$ cat config.mk
export PLATFORM = sky130hd
export DESIGN_NAME = mpcl_pin_control
export DESIGN_NICKNAME = d
export VERILOG_FILES = /design/src/rtl/mpcl_pin_control.v
export VERILOG_INCLUDE_DIRS = /design/src /design/src/rtl
export SDC_FILE = /design/constraint.sdc
export NUM_CORES = 1
export LEC_CHECK = 0
export BUFFER_PORTS_ARGS = -buffer_cell sky130_fd_sc_hd__clkbuf_2
export CAP_MARGIN = 10
export CORE_MARGIN = 2
export CORE_UTILIZATION = 36
export DETAILED_ROUTE_END_ITERATION = 8
export PLACE_DENSITY = 0.82
export SYNTH_ARGS = -nofsm -noshare
export SYNTH_HDL_FRONTEND = slang
export SYNTH_SLANG_ARGS = --single-unit
$ cat constraint.sdc
create_clock -name clock_i -period 1.34 [get_ports clock_i]
set_input_delay 0.134 -clock clock_i [delete_from_list [all_inputs] [get_ports clock_i]]
set_output_delay 0.134 -clock clock_i [all_outputs]
set_load 0.02 [all_outputs]
$ cat src/rtl/mpcl_map.vh
// mpcl_map.vh: bit positions, reset values and widths for pin control
// assumes inclusion by the pin control module only
`ifndef MPCL_MAP_VH
`define MPCL_MAP_VH
`define MPCL_CFG3_RESET_SEL   7
`define MPCL_CFG3_RRS_GPO_SEL 4
`define MPCL_CFG5_FLT_POL     4
`define MPCL_USR_IRQ_EN       4
`define MPCL_RST_BITS_HI      2
`define MPCL_RST_BITS_LO      0
`define MPCL_TRIM_W           5
`define MPCL_TRIM_RESET       5'h10
`define MPCL_SYNC_STAGES      2
`define MPCL_IN_COUNT         4
`define MPCL_PIN_RX_RATE      0
`define MPCL_PIN_TX_RATE      1
`define MPCL_PIN_TX_OFF       2
`define MPCL_PIN_TX_FAULT     3
`define MPCL_OD_DRIVE         1'b0
`define MPCL_OE_OFF           1'b0
`define MPCL_TX_RATE_RESET    1'b0
`define MPCL_TX_OFF_RESET     1'b1
`define MPCL_STATUS_RESET     1'b0
`define MPCL_SYNC_RESET       1'b0
`endif

$ cat src/rtl/mpcl_pin_control.v
// mpcl_pin_control.v: pin function selection, rate select and transmit
// disable combining, fault polarity and status mirroring.
// assumes host pins are sampled on clock_i; the board resolves the
// open-drain wires from the output enables; config bytes come as ports.
//
// Behaviour
// - rx rate out is pin or soft, gpo when cfg3 bit 4 set
// - rx rate pin mirrored to status
// - user bit 4 turns irq output on
// - tx off when pin or soft set
// - tx off pin mirrored to status
// - cfg5 bit 4 sets fault polarity
// - fault pin level mirrored to status
// - tx rate out is pin or soft
// - tx rate pin mirrored to status
// - five bit rx trim tap select
// - rx rate out open-drain when bit 4 clear
`timescale 1ns/1ns
`include "mpcl_map.vh"

module mpcl_pin_control #(
    parameter TRIM_W = `MPCL_TRIM_W
) (
    input  wire              clock_i,
    input  wire              srst_i,
    input  wire [7:0]        oem_config_reg3_i,
    input  wire [7:0]        oem_config_reg5_i,
    input  wire [7:0]        user_control_reg_i,
    input  wire [7:0]        reset_status_byte_i,
    input  wire              gpo_level_i,
    input  wire              soft_rx_rate_select_i,
    input  wire              soft_tx_rate_select_i,
    input  wire              soft_tx_off_i,
    input  wire              fault_i,
    input  wire              irq_n_i,
    input  wire [TRIM_W-1:0] rx_trim_tap_i,
    input  wire              rx_rate_select_in_i,
    input  wire              tx_rate_select_in_i,
    input  wire              tx_off_input_i,
    input  wire              tx_fault_pin_i,
    output reg               reset_or_general_output_pin_o,
    output reg               reset_or_general_output_pin_oe_o,
    output reg               supply_sense_or_irq_pin_o,
    output reg               supply_sense_or_irq_pin_oe_o,
    output reg               rx_rate_select_out_o,
    output reg               rx_rate_select_out_oe_o,
    output reg               tx_rate_select_out_o,
    output reg               tx_off_o,
    output reg               tx_fault_out_o,
    output reg               tx_fault_out_oe_o,
    output reg               rx_rate_select_status_o,
    output reg               tx_rate_select_status_o,
    output reg               tx_off_status_o,
    output reg               tx_fault_status_o,
    output reg [TRIM_W-1:0]  rx_trim_potentiometer_o
);

    localparam NIN = `MPCL_IN_COUNT;

    // latency: config ports and soft bits reach the pins one edge after
    // they change; host pins take three edges, two in the synchroniser
    // and one in the output register. nothing here needs long counts,
    // so the block is pure level logic with no state beyond the flops.
    // the open-drain pins only ever pull low; the board pull-ups set the
    // released level.

    // raw host pin levels gathered into one vector for the synchroniser
    wire [NIN-1:0]    raw_in;
    // second flop of each synchroniser, the only copy logic may read
    wire [NIN-1:0]    sync_q;

    // synchronised pin levels by function
    wire              rx_rs;
    wire              tx_rs;
    wire              txoff;
    wire              fltpin;

    // decoded configuration bits and requests
    wire              reset_mode;
    wire              gpo_on_rx_pin;
    wire              irq_enable;
    wire              fault_low_active;
    wire              reset_active;
    wire              fault_level;

    // next values of the pin drives
    reg               next_reset_oe;
    reg               next_irq_oe;
    reg               next_rx_rate_oe;
    reg               next_tx_rate;
    reg               next_tx_off;
    reg               next_fault_oe;

    // next values of the status mirrors and the trim tap
    reg               next_rx_rate_status;
    reg               next_tx_rate_status;
    reg               next_tx_off_status;
    reg               next_fault_status;
    reg  [TRIM_W-1:0] next_trim;

    // each pin takes its own slot of the synchroniser vector
    assign raw_in[`MPCL_PIN_RX_RATE]  = rx_rate_select_in_i;
    assign raw_in[`MPCL_PIN_TX_RATE]  = tx_rate_select_in_i;
    assign raw_in[`MPCL_PIN_TX_OFF]   = tx_off_input_i;
    assign raw_in[`MPCL_PIN_TX_FAULT] = tx_fault_pin_i;

    // two flops per pin; the first may go metastable, so nothing but
    // the second flop ever reads it
    genvar gi;
    generate
        for (gi = 0; gi < NIN; gi = gi + 1) begin : g_sync
            reg stage_a;
            reg stage_b;
            always @(posedge clock_i) begin
                if (srst_i) begin
                    stage_a <= `MPCL_SYNC_RESET;
                    stage_b <= `MPCL_SYNC_RESET;
                end else begin
                    stage_a <= raw_in[gi];
                    stage_b <= stage_a;
                end
            end
            assign sync_q[gi] = stage_b;
        end
    endgenerate

    // two cycles of latency is the price of clean levels on slow,
    // unclocked host control lines
    assign rx_rs  = sync_q[`MPCL_PIN_RX_RATE];
    assign tx_rs  = sync_q[`MPCL_PIN_TX_RATE];
    assign txoff  = sync_q[`MPCL_PIN_TX_OFF];
    assign fltpin = sync_q[`MPCL_PIN_TX_FAULT];

    // configuration decode; these ports are static in normal use
    assign reset_mode       = oem_config_reg3_i[`MPCL_CFG3_RESET_SEL];
    assign gpo_on_rx_pin    = oem_config_reg3_i[`MPCL_CFG3_RRS_GPO_SEL];
    assign irq_enable       = user_control_reg_i[`MPCL_USR_IRQ_EN];
    assign fault_low_active = oem_config_reg5_i[`MPCL_CFG5_FLT_POL];

    // any of reset status bits 2 to 0 asks for the active-low reset; the pulse
    // width is shaped upstream, this only follows the request level
    assign reset_active =
        |reset_status_byte_i[`MPCL_RST_BITS_HI:`MPCL_RST_BITS_LO];

    // wanted wire level for a fault under the programmed polarity
    assign fault_level = fault_i ^ fault_low_active;

    // reset or gpo pin: pull low on a reset request or a low gpo
    always @* begin
        if (reset_mode) begin
            next_reset_oe = reset_active;
        end else begin
            next_reset_oe = ~gpo_level_i;
        end
    end

    // irq pin stays a released analog input until enabled; once on,
    // it only pulls low while the internal irq is active
    always @* begin
        if (irq_enable) begin
            next_irq_oe = ~irq_n_i;
        end else begin
            next_irq_oe = `MPCL_OE_OFF;
        end
    end

    // rx rate pin: open drain rate select while bit 4 is clear; it can
    // only pull low, so a high select is a released wire
    always @* begin
        if (!gpo_on_rx_pin) begin
            next_rx_rate_oe = ~(rx_rs | soft_rx_rate_select_i);
        end else begin
            next_rx_rate_oe = ~gpo_level_i;
        end
    end

    // tx rate select: plain or of pin and soft bit
    always @* begin
        next_tx_rate = tx_rs | soft_tx_rate_select_i;
    end

    // the transmitter stays off if either source asks for it
    always @* begin
        next_tx_off = txoff | soft_tx_off_i;
    end

    // open drain fault: pull low whenever the wanted level is low
    always @* begin
        next_fault_oe = ~fault_level;
    end

    // rx rate pin level for software to read back
    always @* begin
        next_rx_rate_status = rx_rs;
    end

    // tx rate pin level for software to read back
    always @* begin
        next_tx_rate_status = tx_rs;
    end

    // tx off pin level, independent of the soft disable bit
    always @* begin
        next_tx_off_status = txoff;
    end

    // fault status reads the wire itself, so a fault pulled by another
    // device on a shared line still shows up here
    always @* begin
        next_fault_status = fltpin;
    end

    // trim tap passes straight through; the pot itself is analog
    always @* begin
        next_trim = rx_trim_tap_i;
    end

    // output registers: every pin and status bit leaves from a flop, so
    // the board never sees a glitch from the decode above

    // reset or gpo pin; data is tied low, only the enable moves
    always @(posedge clock_i) begin
        if (srst_i) begin
            reset_or_general_output_pin_o    <= `MPCL_OD_DRIVE;
            reset_or_general_output_pin_oe_o <= `MPCL_OE_OFF;
        end else begin
            reset_or_general_output_pin_o    <= `MPCL_OD_DRIVE;
            reset_or_general_output_pin_oe_o <= next_reset_oe;
        end
    end

    // irq pin; released in reset so the supply sense input is free
    always @(posedge clock_i) begin
        if (srst_i) begin
            supply_sense_or_irq_pin_o    <= `MPCL_OD_DRIVE;
            supply_sense_or_irq_pin_oe_o <= `MPCL_OE_OFF;
        end else begin
            supply_sense_or_irq_pin_o    <= `MPCL_OD_DRIVE;
            supply_sense_or_irq_pin_oe_o <= next_irq_oe;
        end
    end

    // rx rate pin; released in reset, which reads as a high select
    always @(posedge clock_i) begin
        if (srst_i) begin
            rx_rate_select_out_o    <= `MPCL_OD_DRIVE;
            rx_rate_select_out_oe_o <= `MPCL_OE_OFF;
        end else begin
            rx_rate_select_out_o    <= `MPCL_OD_DRIVE;
            rx_rate_select_out_oe_o <= next_rx_rate_oe;
        end
    end

    // tx rate select; driven both ways, so it has no enable
    always @(posedge clock_i) begin
        if (srst_i) begin
            tx_rate_select_out_o <= `MPCL_TX_RATE_RESET;
        end else begin
            tx_rate_select_out_o <= next_tx_rate;
        end
    end

    // tx off is held on through reset only; the synchronisers clear in reset,
    // so for two edges after release only the soft bit keeps the laser off
    always @(posedge clock_i) begin
        if (srst_i) begin
            tx_off_o <= `MPCL_TX_OFF_RESET;
        end else begin
            tx_off_o <= next_tx_off;
        end
    end

    // fault pin; released in reset
    always @(posedge clock_i) begin
        if (srst_i) begin
            tx_fault_out_o    <= `MPCL_OD_DRIVE;
            tx_fault_out_oe_o <= `MPCL_OE_OFF;
        end else begin
            tx_fault_out_o    <= `MPCL_OD_DRIVE;
            tx_fault_out_oe_o <= next_fault_oe;
        end
    end

    // status mirrors clear in reset, then follow the synchronised pins
    always @(posedge clock_i) begin
        if (srst_i) begin
            rx_rate_select_status_o <= `MPCL_STATUS_RESET;
            tx_rate_select_status_o <= `MPCL_STATUS_RESET;
            tx_off_status_o         <= `MPCL_STATUS_RESET;
            tx_fault_status_o       <= `MPCL_STATUS_RESET;
        end else begin
            rx_rate_select_status_o <= next_rx_rate_status;
            tx_rate_select_status_o <= next_tx_rate_status;
            tx_off_status_o         <= next_tx_off_status;
            tx_fault_status_o       <= next_fault_status;
        end
    end

    // trim starts mid-scale so the measurement is ranged before loading
    always @(posedge clock_i) begin
        if (srst_i) begin
            rx_trim_potentiometer_o <= `MPCL_TRIM_RESET;
        end else begin
            rx_trim_potentiometer_o <= next_trim;
        end
    end

endmodule

==> reports/results.tsv <==
stage	metric	value	unit
sta	drv_slew	0	
finish	nFillCells	194	
sta	max_freq	1066	MHz
worst_setup_path	required	1.21	ns
synthesis	yosys_most_used_dff	dfxtp_1	
worst_setup_path	cp_num_buf_inv	1	
route	vias	510	
synthesis	synthesis.instances	59	
finish	design_area	925.9	um2
clock_network	tritoncts	done	
clock_network	cts_buffers	3	
floorplanning	io_pins	68	
sta	fin_crit	0.9380	ns
route	drt_iter0_markers	2	
finish	area_growth	33.82	%
sta	setup_viol	0	
finish	largest_reg_flops	5	
sta	fin_crit_sh	0.7000	
synthesis	yosysUniqueCellTypes	15	
clock_network	clkSlewWorstSetupHoldPaths	0.12	ns
sta	finClkSkew	0.003993	ns
worst_setup_path	startpoint_type	flop	
global_routing	track_usage	0.1114	
worst_setup_path	path_cells	clkbuf_2	
finish	fin_nets	150	
worst_setup_path	ff2ff_setup_slack	0.48	ns
floorplanning	start_util	0.3922	
job	max_cap_viol_count	0	
place	place_area	889.6	um2
pwr	peakVddDrop	0.4650	mV
synthesis	synth_top_family_by_area	simple AND/OR/NAND/NOR gates	
synthesis	synth-compound-area-share	0.02351	
global_routing	gr-total-overflow	0	
clock_network	clk_latency	0.29	ns
finish	multi_input_area	200.2	um2
worst_setup_path	arrival	0.80	ns
synthesis	synth_common_cells	dfxtp_1, nor2b_1, buf_4, nor2_1	
clock_network	cts_root_buffer	clkbuf_4	
synthesis	synth-simple-area-share	0.2315	
synthesis	async_flop_share	0	
clock_network	clock_sinks	23	
worst_setup_path	worst-setup-path-type	flop to output port	
worst_setup_path	critPathMaxFanout	1	
sta	final_hold_viol_count	0	
synthesis	synth.top_cell.area_share	0.6655	
worst_setup_path	crit_family	flip-flops	
synthesis	synth_mux_area_frac	0	
floorplanning	dieHeight	47.84	um
worst_setup_path	critPathCaptureType	output port	
status	status	finished clean	
synthesis	synth-seq-cells	23	
place	portBuffers	38	
synthesis	netlist_area	691.9	um2
global_routing	grt_pass1_wl	1.656	mm
finish	antennaDiodeCount	0	
synthesis	synth-seq-area-share	0.6655	
hold_path	hp-class	input pin to flop	
synthesis	syn_avg_cell_area	11.73	um2
finish	top_register	rx_trim_potentiometer_o	
synthesis	ys_warn_count	0	
synthesis	synth_fa_ha_area_frac	0	
global_routing	grt_pass1_vias	417	
sta	totalNegativeSetupSlack	0	ns
finish	seqCellArea	460.4	um2
route	vias_per_cell	4.080	
global_routing	grt_max_degree	18	
floorplanning	rows	15	
synthesis	synth_xor_area_frac	0.01266	
worst_setup_path	crit_slowest_cell	dfxtp_1	
synthesis	synth-edff-count	0	
route	drtPass1Iterations	2	
worst_setup_path	cp_slowest_stage_delay	0.34	ns
sta	rsz0062_at_grt	no	
route	wl_per_cell	9.320	um
pwr	pwr_density_cell	1255	nW/um2
floorplanning	dieArea	2289	um2
floorplanning	fp.dieW	47.84	um
clock_network	htreeDepth	1	
pwr	power.leakage	0.0004516	uW
route	drc	0	
finish	drive_gt1_frac	0.4500	
place	globalplace.congestion	0.5483	
floorplanning	core	1764	um2
synthesis	synth.most_common_cell	dfxtp_1	
global_routing	antenna_found_initial	0	
route	postRouteAntennaNets	0	
route	wl	1.165	mm
clock_network	clockBufferDepth	2	
synthesis	synthTopCellsByArea	dfxtp_1, nor2b_1, buf_4	
synthesis	synth_area_leader_cell	dfxtp_1	
finish	top_regs	rx_trim_potentiometer_o x5, g_sync.stage_a x4, g_sync.stage_b x3	
-- routing by layer --
layer,routed length (um),global-route usage,part of all wire
met3,153,0.03774,0.13
met5,0,0,0
met2,555,0.1920,0.48
met4,11,0.08108,0.0094
met1,444,0.1098,0.38
-- logic make-up (layout without fill, tap and decap cells) --
group | after synthesis | after routing
compound gates | 2 | 2
xor+xnor | 1 | 1
buf+inv | 6 | 44
flops | 23 | 23
other cells | 1 | 4
simple gates | 26 | 26
-- worst paths after layout --
path                                      startpoint                      end  cells after the start
worst max-delay path            tx_rate_select_out_o     tx_rate_select_out_o                      1
worst min-delay path                   soft_tx_off_i                 tx_off_o                      2
worst max register to register     g_sync[0].stage_b  rx_rate_select_out_oe_o                      2
worst min register to register     g_sync[2].stage_b                 tx_off_o                      1
-- cell usage in the layout, fill, tap and decap left out --
| cell | Yosys | routed |
|---|---|---|
| or3_1 | 1 | 1 |
| clkbuf_4 | 0 | 3 |
| or3_4 | 1 | 1 |
| conb_1 | 1 | 4 |
| xor2_1 | 1 | 1 |
| clkbuf_1 | 0 | 1 |
| nor3_1 | 1 | 1 |
| a211oi_1 | 1 | 1 |
| dfxtp_1 | 23 | 23 |
| nor2b_1 | 17 | 17 |
| nor3b_1 | 1 | 1 |
| a21oi_2 | 1 | 1 |
| buf_4 | 5 | 1 |
| or2_2 | 1 | 1 |
| clkbuf_2 | 0 | 38 |
| nor2_1 | 3 | 3 |
| nand2b_1 | 1 | 1 |
| dlygate4sd3_1 | 0 | 1 |
-- report_power, final --
group	total [uW]	leakage, uW	switching [uW]	internal (uW)
logic	138	0.000246	75.3	62.6
registers	725	0.000190	7.69	717
clock network	299	0.0000150	184	116
total	1160	0.000452	267	895
-- layout make-up --
type,count,share of cell area
Multi-Input combinational cell,33,0.2162
Clock buffer,4,0.02838
Timing Repair Buffer,40,0.2243
Sequential cell,23,0.4973
Tap cell,25,0.03378
-- through the flow --
stage	hold slack (ns)	power (uW)	util	worst slack (ns)	instances
3_5_place_dp	0.3037	878.2	0.5043	0.4797	120
6_report	0.01834	1162	0.5248	0.4020	125
3_3_place_gp	0.2948	873.2	0.5043	0.4922	120
5_1_grt	0.004784	1227	0.5248	0.3506	125
2_1_floorplan	0.2056	825.7	-	0.5201	62
4_1_cts	0.01896	1172	0.5248	0.3798	125
-- what timing repair did --
item / 4_1_cts / 5_1_grt
setup buffers: 0 / 0
setup endpoints to repair: 0 / 0
endpoints found under the hold margin: 1 / 0
resized for setup: 0 / 0
hold buffers: 1 / 0
Note: power is estimated with default switching activity, not from simulation.
